`src/rtl/uef_defines.svh`:
```
`ifndef UEF_DEFINES_SVH
`define UEF_DEFINES_SVH
// ----------------------------------------
// Setup packet codes
// ----------------------------------------
`define UEF_TYPE_VEND_IN     8'hC0
`define UEF_TYPE_VEND_OUT    8'h40
`define UEF_REQ_REG_READ     8'h00
`define UEF_REQ_REG_WRITE    8'h01
`define UEF_REQ_REG_WRITE1   8'h03
`define UEF_REQ_MEM_READ     8'h02
`define UEF_REQ_MEM_WRITE    8'h05
`define UEF_REQ_MEM_WRITE1   8'h07
`define UEF_REQ_CLR_FEATURE  8'h01
`define UEF_REQ_SET_FEATURE  8'h03
`define UEF_REQ_GET_DESC     8'h06
`define UEF_REQ_SET_DESC     8'h07
`define UEF_REQ_SYNCH_FRAME  8'h0C
`define UEF_RECIP_INTERFACE  5'h01
`define UEF_DESC_DEVICE      8'h01
`define UEF_DESC_CONFIG      8'h02
// ----------------------------------------
// Register space
// ----------------------------------------
`define UEF_REG_SPACE        64
`define UEF_OFF_NET_CTRL     6'h00
`define UEF_OFF_NET_STATUS   6'h01
`define UEF_OFF_RX_STATUS    6'h06
`define UEF_OFF_RX_OVERFLOW  6'h07
`define UEF_OFF_MEM_CTRL     6'h3F
`define UEF_BIT_WAKEUP       6
`define UEF_BIT_MEM_EN       0
// ----------------------------------------
// Packet sizes and descriptor defaults
// ----------------------------------------
`define UEF_PKT_LEN_FS       9'h040
`define UEF_PKT_LEN_HS       9'h100
`define UEF_INT_PKT_LEN      4'h8
`define UEF_DEV_DESC_LEN     5'h12
`define UEF_CFG_DESC_LEN     5'h09
`define UEF_CFG_TOTAL_LEN    16'h0027
`define UEF_MAX_POWER        8'h3C
`endif

```
`src/rtl/uef_pkg.sv`:
```
package uef_pkg;
  typedef enum logic [2:0] {
    UEF_RESP_NONE,
    UEF_RESP_ACK,
    UEF_RESP_NAK,
    UEF_RESP_DATA,
    UEF_RESP_STALL
  } uef_resp_t;

  typedef enum logic [2:0] {
    CT_IDLE,
    CT_REG_RD,
    CT_REG_WR,
    CT_MEM_RD,
    CT_MEM_WR,
    CT_DESC,
    CT_STALL
  } uef_ctrl_state_t;
endpackage

```
`src/rtl/uef_endpoints.sv`:
```
// The plain strobed port and the register offsets are this design's own decisions.
`timescale 1ns/100ps
`default_nettype none
`include "uef_defines.svh"
module uef_endpoints #(
  parameter logic [15:0] DEF_VENDOR_ID  = 16'h1111,  // Arbitrary value
  parameter logic [15:0] DEF_PRODUCT_ID = 16'h2222   // Arbitrary value
) (
  input  wire logic                 core_clk,
  input  wire logic                 rstn,
  input  wire logic [7:0]           reg_addr,
  input  wire logic [7:0]           reg_wdata,
  input  wire logic                 reg_wr,
  input  wire logic                 reg_rd,
  output var  logic [7:0]           reg_rdata,
  input  wire logic                 high_speed,
  input  wire logic                 header_mode_strap,
  input  wire logic                 self_powered,
  input  wire logic                 eep_valid,
  input  wire logic [15:0]          eep_vendor_id,
  input  wire logic [15:0]          eep_product_id,
  input  wire logic [7:0]           eep_max_power,
  input  wire logic                 setup_valid,
  input  wire logic [63:0]          setup_data,
  input  wire logic                 ctrl_in_rd,
  output var  logic [7:0]           ctrl_in_byte,
  output var  logic                 ctrl_in_valid,
  input  wire logic                 ctrl_out_valid,
  input  wire logic [7:0]           ctrl_out_byte,
  output var  logic                 ctrl_stall,
  output var  logic [15:0]          mem_addr,
  output var  logic [7:0]           mem_wdata,
  output var  logic                 mem_wr,
  output var  logic                 mem_rd,
  input  wire logic [7:0]           mem_rdata,
  input  wire logic                 bin_token,
  output var  uef_pkg::uef_resp_t   bin_resp,
  output var  logic [8:0]           bin_len,
  input  wire logic                 bin_byte_rd,
  output var  logic [7:0]           bin_byte,
  input  wire logic                 rx_fifo_full,
  input  wire logic                 rx_frame_end,
  input  wire logic [8:0]           rx_fifo_level,
  input  wire logic                 rx_frame_start,
  input  wire logic [7:0]           rx_hdr_status,
  input  wire logic [7:0]           rx_hdr_csum,
  input  wire logic [15:0]          rx_hdr_count,
  input  wire logic [7:0]           rx_data,
  output var  logic                 rx_pop,
  input  wire logic                 bout_token,
  output var  uef_pkg::uef_resp_t   bout_resp,
  input  wire logic                 bout_byte_valid,
  input  wire logic [7:0]           bout_byte,
  input  wire logic                 bout_pkt_end,
  input  wire logic [8:0]           bout_pkt_len,
  input  wire logic                 tx_fifo_full,
  output var  logic                 tx_push,
  output var  logic [7:0]           tx_data,
  output var  logic                 tx_frame_end,
  output var  logic [15:0]          tx_frame_len,
  input  wire logic                 int_token,
  input  wire logic                 int_cond,
  output var  uef_pkg::uef_resp_t   int_resp,
  input  wire logic                 int_byte_rd,
  input  wire logic [2:0]           int_byte_idx,
  output var  logic [7:0]           int_byte,
  input  wire logic [7:0]           network_status_reg,
  input  wire logic [7:0]           receive_status_reg,
  input  wire logic [7:0]           receive_overflow_count,
  input  wire logic [7:0]           received_frame_count,
  input  wire logic [7:0]           transmitted_frame_count
);
  import uef_pkg::*;

  // ----------------------------------------
  // Register space and strap
  // ----------------------------------------
  logic [7:0]      regs [`UEF_REG_SPACE];
  logic            strap_meta;
  logic            strap_sync;
  logic [2:0]      strap_taken;
  logic            hdr4_mode;
  logic [8:0]      pkt_len;
  logic            mem_enable;
  logic [7:0]      cfg_attr;
  uef_ctrl_state_t ctrl_state;
  logic [15:0]     ptr;
  logic [7:0]      xfer_left;
  logic [4:0]      desc_idx;
  logic            desc_is_cfg;
  logic            mem_rd_d;
  logic            usb_reg_wr;
  logic [5:0]      usb_reg_off;
  logic [7:0]      usb_reg_data;

  assign pkt_len    = high_speed ? `UEF_PKT_LEN_HS : `UEF_PKT_LEN_FS;
  assign mem_enable = regs[`UEF_OFF_MEM_CTRL][`UEF_BIT_MEM_EN];
  // D7 set, D4 clear, D5 follows the wakeup enable bit
  assign cfg_attr   = {1'b1, self_powered,
                       regs[`UEF_OFF_NET_CTRL][`UEF_BIT_WAKEUP], 5'h00};

  // Strap goes through two flops, then is caught once after reset release
  always_ff @(posedge core_clk or negedge rstn) begin
    if (!rstn) begin
      strap_meta  <= 1'b0;
      strap_sync  <= 1'b0;
      strap_taken <= 3'b000;
      hdr4_mode   <= 1'b0;
    end else begin
      strap_meta  <= header_mode_strap;
      strap_sync  <= strap_meta;
      strap_taken <= {strap_taken[1:0], 1'b1};
      // Third edge: the second flop holds the pin by now
      if (strap_taken == 3'b011) begin
        hdr4_mode <= strap_sync;
      end
    end
  end

  // USB writes win over a same-cycle software write to the same byte
  always_ff @(posedge core_clk or negedge rstn) begin
    if (!rstn) begin
      for (int i = 0; i < `UEF_REG_SPACE; i++) begin
        regs[i] <= 8'h00;
      end
    end else begin
      if (reg_wr && reg_addr < 8'(`UEF_REG_SPACE)) begin
        regs[reg_addr[5:0]] <= reg_wdata;
      end
      if (usb_reg_wr) begin
        regs[usb_reg_off] <= usb_reg_data;
      end
    end
  end

  function automatic logic [7:0] reg_view(input logic [5:0] off);
    unique case (off)
      `UEF_OFF_NET_STATUS:  reg_view = network_status_reg;
      `UEF_OFF_RX_STATUS:   reg_view = receive_status_reg;
      `UEF_OFF_RX_OVERFLOW: reg_view = receive_overflow_count;
      default:              reg_view = regs[off];
    endcase
  endfunction

  always_ff @(posedge core_clk or negedge rstn) begin
    if (!rstn) begin
      reg_rdata <= 8'h00;
    end else if (reg_rd) begin
      reg_rdata <= (reg_addr < 8'(`UEF_REG_SPACE)) ? reg_view(reg_addr[5:0]) : 8'h00;
    end
  end

  // ----------------------------------------
  // Descriptors
  // ----------------------------------------
  function automatic logic [7:0] desc_byte(input logic cfg, input logic [4:0] idx);
    logic [15:0] vid;
    logic [15:0] pid;
    vid = eep_valid ? eep_vendor_id : DEF_VENDOR_ID;
    pid = eep_valid ? eep_product_id : DEF_PRODUCT_ID;
    desc_byte = 8'h00;
    if (!cfg) begin
      unique case (idx)
        5'd0:  desc_byte = {3'b000, `UEF_DEV_DESC_LEN};
        5'd1:  desc_byte = `UEF_DESC_DEVICE;
        5'd2:  desc_byte = 8'h00;
        5'd3:  desc_byte = 8'h02;
        5'd7:  desc_byte = 8'h08;
        5'd8:  desc_byte = vid[7:0];
        5'd9:  desc_byte = vid[15:8];
        5'd10: desc_byte = pid[7:0];
        5'd11: desc_byte = pid[15:8];
        5'd12: desc_byte = 8'h01;
        5'd13: desc_byte = 8'h01;
        5'd14: desc_byte = 8'h01;
        5'd15: desc_byte = 8'h02;
        5'd16: desc_byte = 8'h03;
        5'd17: desc_byte = 8'h01;
        default: desc_byte = 8'h00;
      endcase
    end else begin
      unique case (idx)
        5'd0: desc_byte = {3'b000, `UEF_CFG_DESC_LEN};
        5'd1: desc_byte = `UEF_DESC_CONFIG;
        5'd2: desc_byte = 8'(`UEF_CFG_TOTAL_LEN);
        5'd3: desc_byte = 8'(`UEF_CFG_TOTAL_LEN >> 8);
        5'd4: desc_byte = 8'h01;
        5'd5: desc_byte = 8'h01;
        5'd7: desc_byte = cfg_attr;
        5'd8: desc_byte = eep_valid ? eep_max_power : `UEF_MAX_POWER;
        default: desc_byte = 8'h00;
      endcase
    end
  endfunction

  // ----------------------------------------
  // Control endpoint
  // ----------------------------------------
  logic [7:0] s_type;
  logic [7:0] s_req;
  logic [7:0] s_val_lo;
  logic [7:0] s_val_hi;
  logic [15:0] s_index;
  logic [7:0] s_len;
  assign s_type   = setup_data[7:0];
  assign s_req    = setup_data[15:8];
  assign s_val_lo = setup_data[23:16];
  assign s_val_hi = setup_data[31:24];
  assign s_index  = setup_data[47:32];
  assign s_len    = setup_data[55:48];

  always_ff @(posedge core_clk or negedge rstn) begin
    if (!rstn) begin
      ctrl_state    <= CT_IDLE;
      ptr           <= 16'h0000;
      xfer_left     <= 8'h00;
      desc_idx      <= 5'h00;
      desc_is_cfg   <= 1'b0;
      ctrl_in_byte  <= 8'h00;
      ctrl_in_valid <= 1'b0;
      ctrl_stall    <= 1'b0;
      mem_addr      <= 16'h0000;
      mem_wdata     <= 8'h00;
      mem_wr        <= 1'b0;
      mem_rd        <= 1'b0;
      mem_rd_d      <= 1'b0;
      usb_reg_wr    <= 1'b0;
      usb_reg_off   <= 6'h00;
      usb_reg_data  <= 8'h00;
    end else begin
      ctrl_in_valid <= 1'b0;
      mem_wr        <= 1'b0;
      mem_rd        <= 1'b0;
      usb_reg_wr    <= 1'b0;
      mem_rd_d      <= mem_rd;
      if (mem_rd_d) begin
        ctrl_in_byte  <= mem_rdata;
        ctrl_in_valid <= 1'b1;
      end
      if (setup_valid) begin
        ctrl_state <= CT_IDLE;
        ctrl_stall <= 1'b0;
        ptr        <= s_index;
        xfer_left  <= s_len;
        desc_idx   <= 5'h00;
        if ((s_req == `UEF_REQ_CLR_FEATURE || s_req == `UEF_REQ_SET_FEATURE)
            && s_type == {3'b000, `UEF_RECIP_INTERFACE}) begin
          ctrl_state <= CT_STALL;
          ctrl_stall <= 1'b1;
        end else if (s_type[6:5] == 2'b00
                     && (s_req == `UEF_REQ_SET_DESC || s_req == `UEF_REQ_SYNCH_FRAME)) begin
          ctrl_state <= CT_STALL;
          ctrl_stall <= 1'b1;
        end else if (s_type == 8'h80 && s_req == `UEF_REQ_GET_DESC
                     && (s_val_hi == `UEF_DESC_DEVICE || s_val_hi == `UEF_DESC_CONFIG)) begin
          ctrl_state  <= CT_DESC;
          desc_is_cfg <= (s_val_hi == `UEF_DESC_CONFIG);
        end else if (s_type == `UEF_TYPE_VEND_IN && s_req == `UEF_REQ_REG_READ) begin
          ctrl_state <= CT_REG_RD;
        end else if (s_type == `UEF_TYPE_VEND_OUT && s_req == `UEF_REQ_REG_WRITE) begin
          ctrl_state <= CT_REG_WR;
        end else if (s_type == `UEF_TYPE_VEND_OUT && s_req == `UEF_REQ_REG_WRITE1) begin
          // reg_single_write_req: data rides in wValue, no data stage
          if (s_index[7:0] < 8'(`UEF_REG_SPACE)) begin
            usb_reg_wr   <= 1'b1;
            usb_reg_off  <= s_index[5:0];
            usb_reg_data <= s_val_lo;
          end
        end else if ((s_type == `UEF_TYPE_VEND_IN && s_req == `UEF_REQ_MEM_READ)
                     || (s_type == `UEF_TYPE_VEND_OUT
                         && (s_req == `UEF_REQ_MEM_WRITE
                             || s_req == `UEF_REQ_MEM_WRITE1))) begin
          if (!mem_enable) begin
            ctrl_state <= CT_STALL;
            ctrl_stall <= 1'b1;
          end else if (s_req == `UEF_REQ_MEM_READ) begin
            ctrl_state <= CT_MEM_RD;
          end else if (s_req == `UEF_REQ_MEM_WRITE) begin
            ctrl_state <= CT_MEM_WR;
          end else begin
            mem_wr    <= 1'b1;
            mem_addr  <= s_index;
            mem_wdata <= s_val_lo;
          end
        end else if (s_type[6:5] == 2'b10) begin
          ctrl_state <= CT_STALL;
          ctrl_stall <= 1'b1;
        end
      end else if (ctrl_in_rd) begin
        unique case (ctrl_state)
          CT_REG_RD: begin
            ctrl_in_valid <= 1'b1;
            ctrl_in_byte  <= (xfer_left != 8'h00 && ptr < 16'(`UEF_REG_SPACE))
                             ? reg_view(ptr[5:0]) : 8'h00;
            ptr           <= ptr + 16'h0001;
            if (xfer_left != 8'h00) xfer_left <= xfer_left - 8'h01;
          end
          CT_MEM_RD: begin
            if (xfer_left != 8'h00) begin
              mem_rd    <= 1'b1;
              mem_addr  <= ptr;
              ptr       <= ptr + 16'h0001;
              xfer_left <= xfer_left - 8'h01;
            end else begin
              ctrl_in_valid <= 1'b1;
              ctrl_in_byte  <= 8'h00;
            end
          end
          CT_DESC: begin
            ctrl_in_valid <= 1'b1;
            ctrl_in_byte  <= desc_byte(desc_is_cfg, desc_idx);
            if (desc_idx != 5'h1F) desc_idx <= desc_idx + 5'h01;
          end
          default: begin
            ctrl_in_valid <= 1'b1;
            ctrl_in_byte  <= 8'h00;
          end
        endcase
      end else if (ctrl_out_valid && xfer_left != 8'h00) begin
        if (ctrl_state == CT_REG_WR) begin
          if (ptr < 16'(`UEF_REG_SPACE)) begin
            usb_reg_wr   <= 1'b1;
            usb_reg_off  <= ptr[5:0];
            usb_reg_data <= ctrl_out_byte;
          end
          ptr       <= ptr + 16'h0001;
          xfer_left <= xfer_left - 8'h01;
        end else if (ctrl_state == CT_MEM_WR) begin
          mem_wr    <= 1'b1;
          mem_addr  <= ptr;
          mem_wdata <= ctrl_out_byte;
          ptr       <= ptr + 16'h0001;
          xfer_left <= xfer_left - 8'h01;
        end
      end
    end
  end

  // ----------------------------------------
  // Bulk receive endpoint
  // ----------------------------------------
  logic [7:0]  hdr_status;
  logic [7:0]  hdr_csum;
  logic [15:0] hdr_count;
  logic [2:0]  hdr_left;
  logic [2:0]  hdr_total;
  logic [7:0]  hdr_byte;
  logic [2:0]  hdr_pos;

  assign hdr_total = hdr4_mode ? 3'd4 : 3'd3;
  assign hdr_pos   = hdr_total - hdr_left;

  always_comb begin
    hdr_byte = 8'h00;
    if (hdr4_mode) begin
      unique case (hdr_pos)
        3'd0:    hdr_byte = hdr_status;
        3'd1:    hdr_byte = {hdr_csum[7:2], 2'b00};
        3'd2:    hdr_byte = hdr_count[7:0];
        default: hdr_byte = hdr_count[15:8];
      endcase
    end else begin
      unique case (hdr_pos)
        3'd0:    hdr_byte = hdr_status;
        3'd1:    hdr_byte = hdr_count[7:0];
        default: hdr_byte = hdr_count[15:8];
      endcase
    end
  end

  always_ff @(posedge core_clk or negedge rstn) begin
    if (!rstn) begin
      hdr_status <= 8'h00;
      hdr_csum   <= 8'h00;
      hdr_count  <= 16'h0000;
      hdr_left   <= 3'd0;
      bin_resp   <= UEF_RESP_NONE;
      bin_len    <= 9'h000;
      bin_byte   <= 8'h00;
      rx_pop     <= 1'b0;
    end else begin
      bin_resp <= UEF_RESP_NONE;
      rx_pop   <= 1'b0;
      if (bin_token) begin
        if (rx_fifo_full) begin
          bin_resp <= UEF_RESP_DATA;
          bin_len  <= pkt_len;
        end else if (rx_frame_end) begin
          bin_resp <= UEF_RESP_DATA;
          bin_len  <= (rx_fifo_level + 9'(hdr_left) > pkt_len)
                      ? pkt_len : rx_fifo_level + 9'(hdr_left);
        end else begin
          bin_resp <= UEF_RESP_NAK;
        end
      end
      if (rx_frame_start) begin
        hdr_status <= rx_hdr_status;
        hdr_csum   <= rx_hdr_csum;
        hdr_count  <= rx_hdr_count;
        hdr_left   <= hdr_total;
      end else if (bin_byte_rd) begin
        // Header bytes go out ahead of any frame data
        if (hdr_left != 3'd0) begin
          bin_byte <= hdr_byte;
          hdr_left <= hdr_left - 3'd1;
        end else begin
          bin_byte <= rx_data;
          rx_pop   <= 1'b1;
        end
      end
    end
  end

  // ----------------------------------------
  // Bulk transmit endpoint
  // ----------------------------------------
  logic       out_accept;
  logic [1:0] len_bytes;

  always_ff @(posedge core_clk or negedge rstn) begin
    if (!rstn) begin
      out_accept   <= 1'b0;
      len_bytes    <= 2'd0;
      bout_resp    <= UEF_RESP_NONE;
      tx_push      <= 1'b0;
      tx_data      <= 8'h00;
      tx_frame_end <= 1'b0;
      tx_frame_len <= 16'h0000;
    end else begin
      bout_resp    <= UEF_RESP_NONE;
      tx_push      <= 1'b0;
      tx_frame_end <= 1'b0;
      if (bout_token) begin
        out_accept <= !tx_fifo_full;
        bout_resp  <= tx_fifo_full ? UEF_RESP_NAK : UEF_RESP_ACK;
      end
      // A refused packet is dropped byte by byte
      if (bout_byte_valid && out_accept) begin
        tx_push <= 1'b1;
        tx_data <= bout_byte;
        if (len_bytes == 2'd0) begin
          tx_frame_len[7:0] <= bout_byte;
          len_bytes         <= 2'd1;
        end else if (len_bytes == 2'd1) begin
          tx_frame_len[15:8] <= bout_byte;
          len_bytes          <= 2'd2;
        end
      end
      if (bout_pkt_end && out_accept && bout_pkt_len < pkt_len) begin
        tx_frame_end <= 1'b1;
        len_bytes    <= 2'd0;
      end
    end
  end

  // ----------------------------------------
  // Status interrupt endpoint
  // ----------------------------------------
  always_ff @(posedge core_clk or negedge rstn) begin
    if (!rstn) begin
      int_resp <= UEF_RESP_NONE;
      int_byte <= 8'h00;
    end else begin
      int_resp <= UEF_RESP_NONE;
      if (int_token) begin
        int_resp <= int_cond ? UEF_RESP_DATA : UEF_RESP_NAK;
      end
      if (int_byte_rd) begin
        unique case (int_byte_idx)
          3'd0:    int_byte <= network_status_reg;
          3'd3:    int_byte <= receive_status_reg;
          3'd4:    int_byte <= receive_overflow_count;
          3'd5:    int_byte <= received_frame_count;
          3'd6:    int_byte <= transmitted_frame_count;
          default: int_byte <= 8'h00;
        endcase
      end
    end
  end
endmodule
`default_nettype wire

```
`config.mk`:
```
export PLATFORM = sky130hd
export DESIGN_NAME = uef_endpoints
export DESIGN_NICKNAME = d
export VERILOG_FILES = /design/src/rtl/uef_pkg.sv /design/src/rtl/uef_endpoints.sv
export VERILOG_INCLUDE_DIRS = /design/src /design/src/rtl
export SDC_FILE = /design/constraint.sdc
export NUM_CORES = 2
export LEC_CHECK = 0
export ABC_AREA = 1
export BUFFER_PORTS_ARGS = -buffer_cell sky130_fd_sc_hd__buf_2
export CELL_PAD_IN_SITES_DETAIL_PLACEMENT = 0
export CELL_PAD_IN_SITES_GLOBAL_PLACEMENT = 2
export CORE_MARGIN = 3
export CORE_UTILIZATION = 36
export CTS_BUF_LIST = sky130_fd_sc_hd__clkbuf_4 sky130_fd_sc_hd__clkbuf_8
export DETAILED_ROUTE_END_ITERATION = 8
export PLACE_DENSITY_LB_ADDON = 0.1
export SETUP_SLACK_MARGIN = 0.1
export SLEW_MARGIN = 10
export SYNTH_ARGS = -nofsm -noshare
export SYNTH_HDL_FRONTEND = slang
export SYNTH_SLANG_ARGS = --single-unit
```
`constraint.sdc`:
```
create_clock -name core_clk -period 3.7 [get_ports core_clk]
set_input_delay 0.555 -clock core_clk [delete_from_list [all_inputs] [get_ports core_clk]]
set_output_delay 0.555 -clock core_clk [all_outputs]
set_load 0.05 [all_outputs]
```
==> results.ini <==
[run]
cap_violations = 0

[floorplanning]
fp.dieW_um = 356
core_mm2 = 0.121
pin_count = 373
die-area_mm2 = 0.127
start_util_pct = 36.5
rows = 127
dieHeight_um = 356

[routing]
drc_errors = 0
ant_nets = 0
route.met2.wl_um = 94600
wl_met1_um = 94600
vias = 48500
met3_length_um = 20700
wl_um = 220000
first_pass_iters = 8
wl_per_cell_um = 26.6
top_layer = met5
vias_per_cell = 5.86
drt_iter0_drc = 5958

[worst_setup_path]
worstReg2RegEnd = bin_len[6]$_DFFE_PN0P_
rr_worst_depth = 18
arrival_ns = 4.08
worstPathRequired_ns = 4.50
rrSetupSlack_ns = 0.43
critPathMaxFanout = 5
end_kind = flop
critical_path_class = reg -> reg
rr_startpoint = hdr_left[0]$_DFFE_PN0P_
cp-start-kind = flop

[placement]
gp_congestion = 0.948
dp_hpwl_um = 147000
port-buffer-count = 353
dpl.cell_count = 7922

[power]
intPower_mw = 15.4
pwr-share-clk_pct = 33.6
p_total_mw = 25.8
swShare_pct = 40.6
irDropWorstVdd_mv = 0.422
power_density_mw_per_mm2 = 495
p_leak_nw = 24.3
seq_power_share_pct = 34.4
power_switching_mw = 10.5
p_comb_share_pct = 32.0

[logic_synthesis]
synthTopCellsByCount = 1,454 x nand2_1, 916 x o21ai_0, 705 x dfrtp_1
synth.area.top_cells = dfrtp_1 40%, nand2_1 12%, o21ai_0 10%
syn_area_mm2 = 0.0441
synth-seq-cells = 705
synth_seq_area_share_pct = 40.0
yosysTopAreaCell = dfrtp_1
synth.avg_cell_area_um2 = 7.08
ys.flop_type = dfrtp_1
synth_edf_count = 0
synth.distinct_cells = 59
synthCells = 6230
synthArstFlopShare_pct = 100
synth.most_common_cell = nand2_1
ys.warnings.count = 0
synth_top_area_share_pct = 40.0

[grt]
antenna_found_initial = 11
grt_use_total_pct = 33.8
first_global_vias = 45200
grt_start_max_net_pins = 80
grt_first_pass_wirelength_um = 317000
overflow = 0

[clocking]
clk_path_buf_depth = 3
h-tree-depth = 4
cts_tree = done
cts-root-buf = clkbuf_8
path_clk_slew_ns = 0.06
clock-sinks = 705
clkLatencyLatePin_ns = 0.89
numCtsBuffers = 143

[sta]
rsz0062_at_grt = false
hold_violations = 0
setup_viol = 0
fin_skew_ns = 0.0448
period_share_pct = 88.5
timing.final.max_slew_violations = 0
relSlewSlack_pct = 27.9
tightest_slew_ns = 1.08
fmaxAchievable_mhz = 306
finalSetupTns_ns = 0
layout_min_cycle_time_ns = 3.27

[min_path]
min-delay-start = rx_fifo_full
hold_end = bin_len[3]$_DFFE_PN0P_
hold-path-cell-count = 4
hp-class = in -> reg

[final_layout]
drive_above_1_share_pct = 14.0
nets = 6848
regArea_mm2 = 0.0176
instances_no_fill = 8272
synthToLayoutAreaGrowth_pct = 18.4
multi_input_area_mm2 = 0.0222
fillCellCount = 12800

[outcome]
status = finished, final reports clean

[area by class of cell]
| class | count | area share, % |
|---|---|---|
| inverters | 609 | 4.40 |
| clock inverters | 22 | 0.388 |
| clock buffers | 217 | 5.24 |
| repair buffers | 676 | 9.74 |
| diodes | 8 | 0.0383 |
| flip-flops and latches | 705 | 33.8 |
| well taps | 1612 | 3.86 |
| multi-input cells | 4423 | 42.5 |
[critical path, cell delays in order, from the launching register on]
cell and delay, ns:
dfrtp_1 0.39, ha_1 0.22, fa_1 0.41, nand2_1 0.09
nand2_1 0.09, nand2_1 0.09, nor3_1 0.05, xor2_1 0.15
ha_1 0.30, nor3b_2 0.16, nand3_1 0.09, nor2_1 0.12
nand2_1 0.06, nand2_1 0.11, nand2_2 0.10, nand2_1 0.09
nand3_1 0.06, dlygate4sd3_1 0.55, nand2_1 0.06
[through the flow]
stage | utilization [%] | hold slack, ns | area, um2 | setup slack [ns]
after floorplan | - | 0.259 | 44100 | 0.916
after global placement | 39.9 | 0.332 | 48200 | 0.139
after detailed placement | 39.9 | 0.337 | 48200 | 0.211
after CTS | 43.2 | 0.000166 | 52100 | 0.269
after global routing | 43.2 | 0.0489 | 52200 | 0.140
final | 43.2 | 0.0566 | 52200 | 0.427
[repair_timing]
action                                  4_1_cts  5_1_grt
setup buffers                                 0        2
hold endpoints to repair                    169        0
hold buffers                                100        0
gates resized for setup                       0        2
endpoints found under the setup margin        0        1
[per-layer routing]
metal	up-vias	global-route usage [%]
met1	23500	46.7
met3	479	7.83
met5	-	0
li1	22000	-
met4	4	15.6
met2	2467	49.9
[power groups by stage]
stage	clock (mW)	combinational (mW)	sequential, mW
3_5_place_dp	0	7.98	9.02
6_report	8.68	8.26	8.90
2_1_floorplan	0	3.84	9.67
3_3_place_gp	0	7.97	9.01
4_1_cts	8.83	8.09	8.89
5_1_grt	9.16	8.78	8.97
[cell families after synthesis]
kind of cell    count (synthesis)  share of synthesized area, %
compound gates               2223                          28.8
simple gates                 2162                          20.2
buf+inv                      1104                          10.0
xor+xnor                        7                         0.139
other cells                     2                        0.0170
fa+ha+maj                      22                         0.658
mux                             5                         0.116
flops                         705                          40.0
[worst max-delay path by stage]
stage | startpoint | cells after the start | slack, ns | endpoint
2_1_floorplan | rx_fifo_level[0] | 17 | 0.92 | bin_len[0]$_DFFE_PN0P_
3_3_place_gp | reg_addr[1] | 11 | 0.14 | reg_rdata[7]$_DFFE_PN0P_
3_5_place_dp | reg_addr[1] | 11 | 0.21 | reg_rdata[7]$_DFFE_PN0P_
4_1_cts | hdr_left[0]$_DFFE_PN0P_ | 18 | 0.27 | bin_len[6]$_DFFE_PN0P_
5_1_grt | hdr_left[0]$_DFFE_PN0P_ | 18 | 0.14 | bin_len[6]$_DFFE_PN0P_
6_report | hdr_left[0]$_DFFE_PN0P_ | 18 | 0.43 | bin_len[6]$_DFFE_PN0P_
[flip-flops by register name, indices dropped and copies added, names as in the netlist, 6 cells and up]
register and count:
bin_byte 8, bin_len 9, ctrl_in_byte 8, hdr_count 16, hdr_csum 6, hdr_status 8, int_byte 8, mem_addr 16
mem_wdata 8, ptr 16, reg_rdata 8, regs 510, tx_data 8, tx_frame_len 16, usb_reg_data 8, usb_reg_off 6
xfer_left 8
[cell usage in the layout, fill, tap and decap left out, types with 15 or more instances in the layout]
cell type      Yosys  layout
buf_4             17     175
inv_2             19      22
nand2_1         1454    1452
o21ai_0          916     916
ha_1              20      20
o21ai_1           19      19
inv_1            584     580
a31oi_1           70      70
nand3_1          294     294
o221ai_1          15      15
clkbuf_8           0     177
a21oi_1          518     518
nand4_1           39      39
buf_2            135     349
o2111ai_1         24      24
o211ai_1         300     300
o22ai_1          289     289
nor3_1            19      18
dlygate4sd3_1      0     100
nor2_1           302     286
dfrtp_1          705     703
o21ai_2           20      20
buf_12             1      49
clkbuf_4           0      40
nor2_4             4      24
Note: power is estimated with default switching activity, not from simulation.
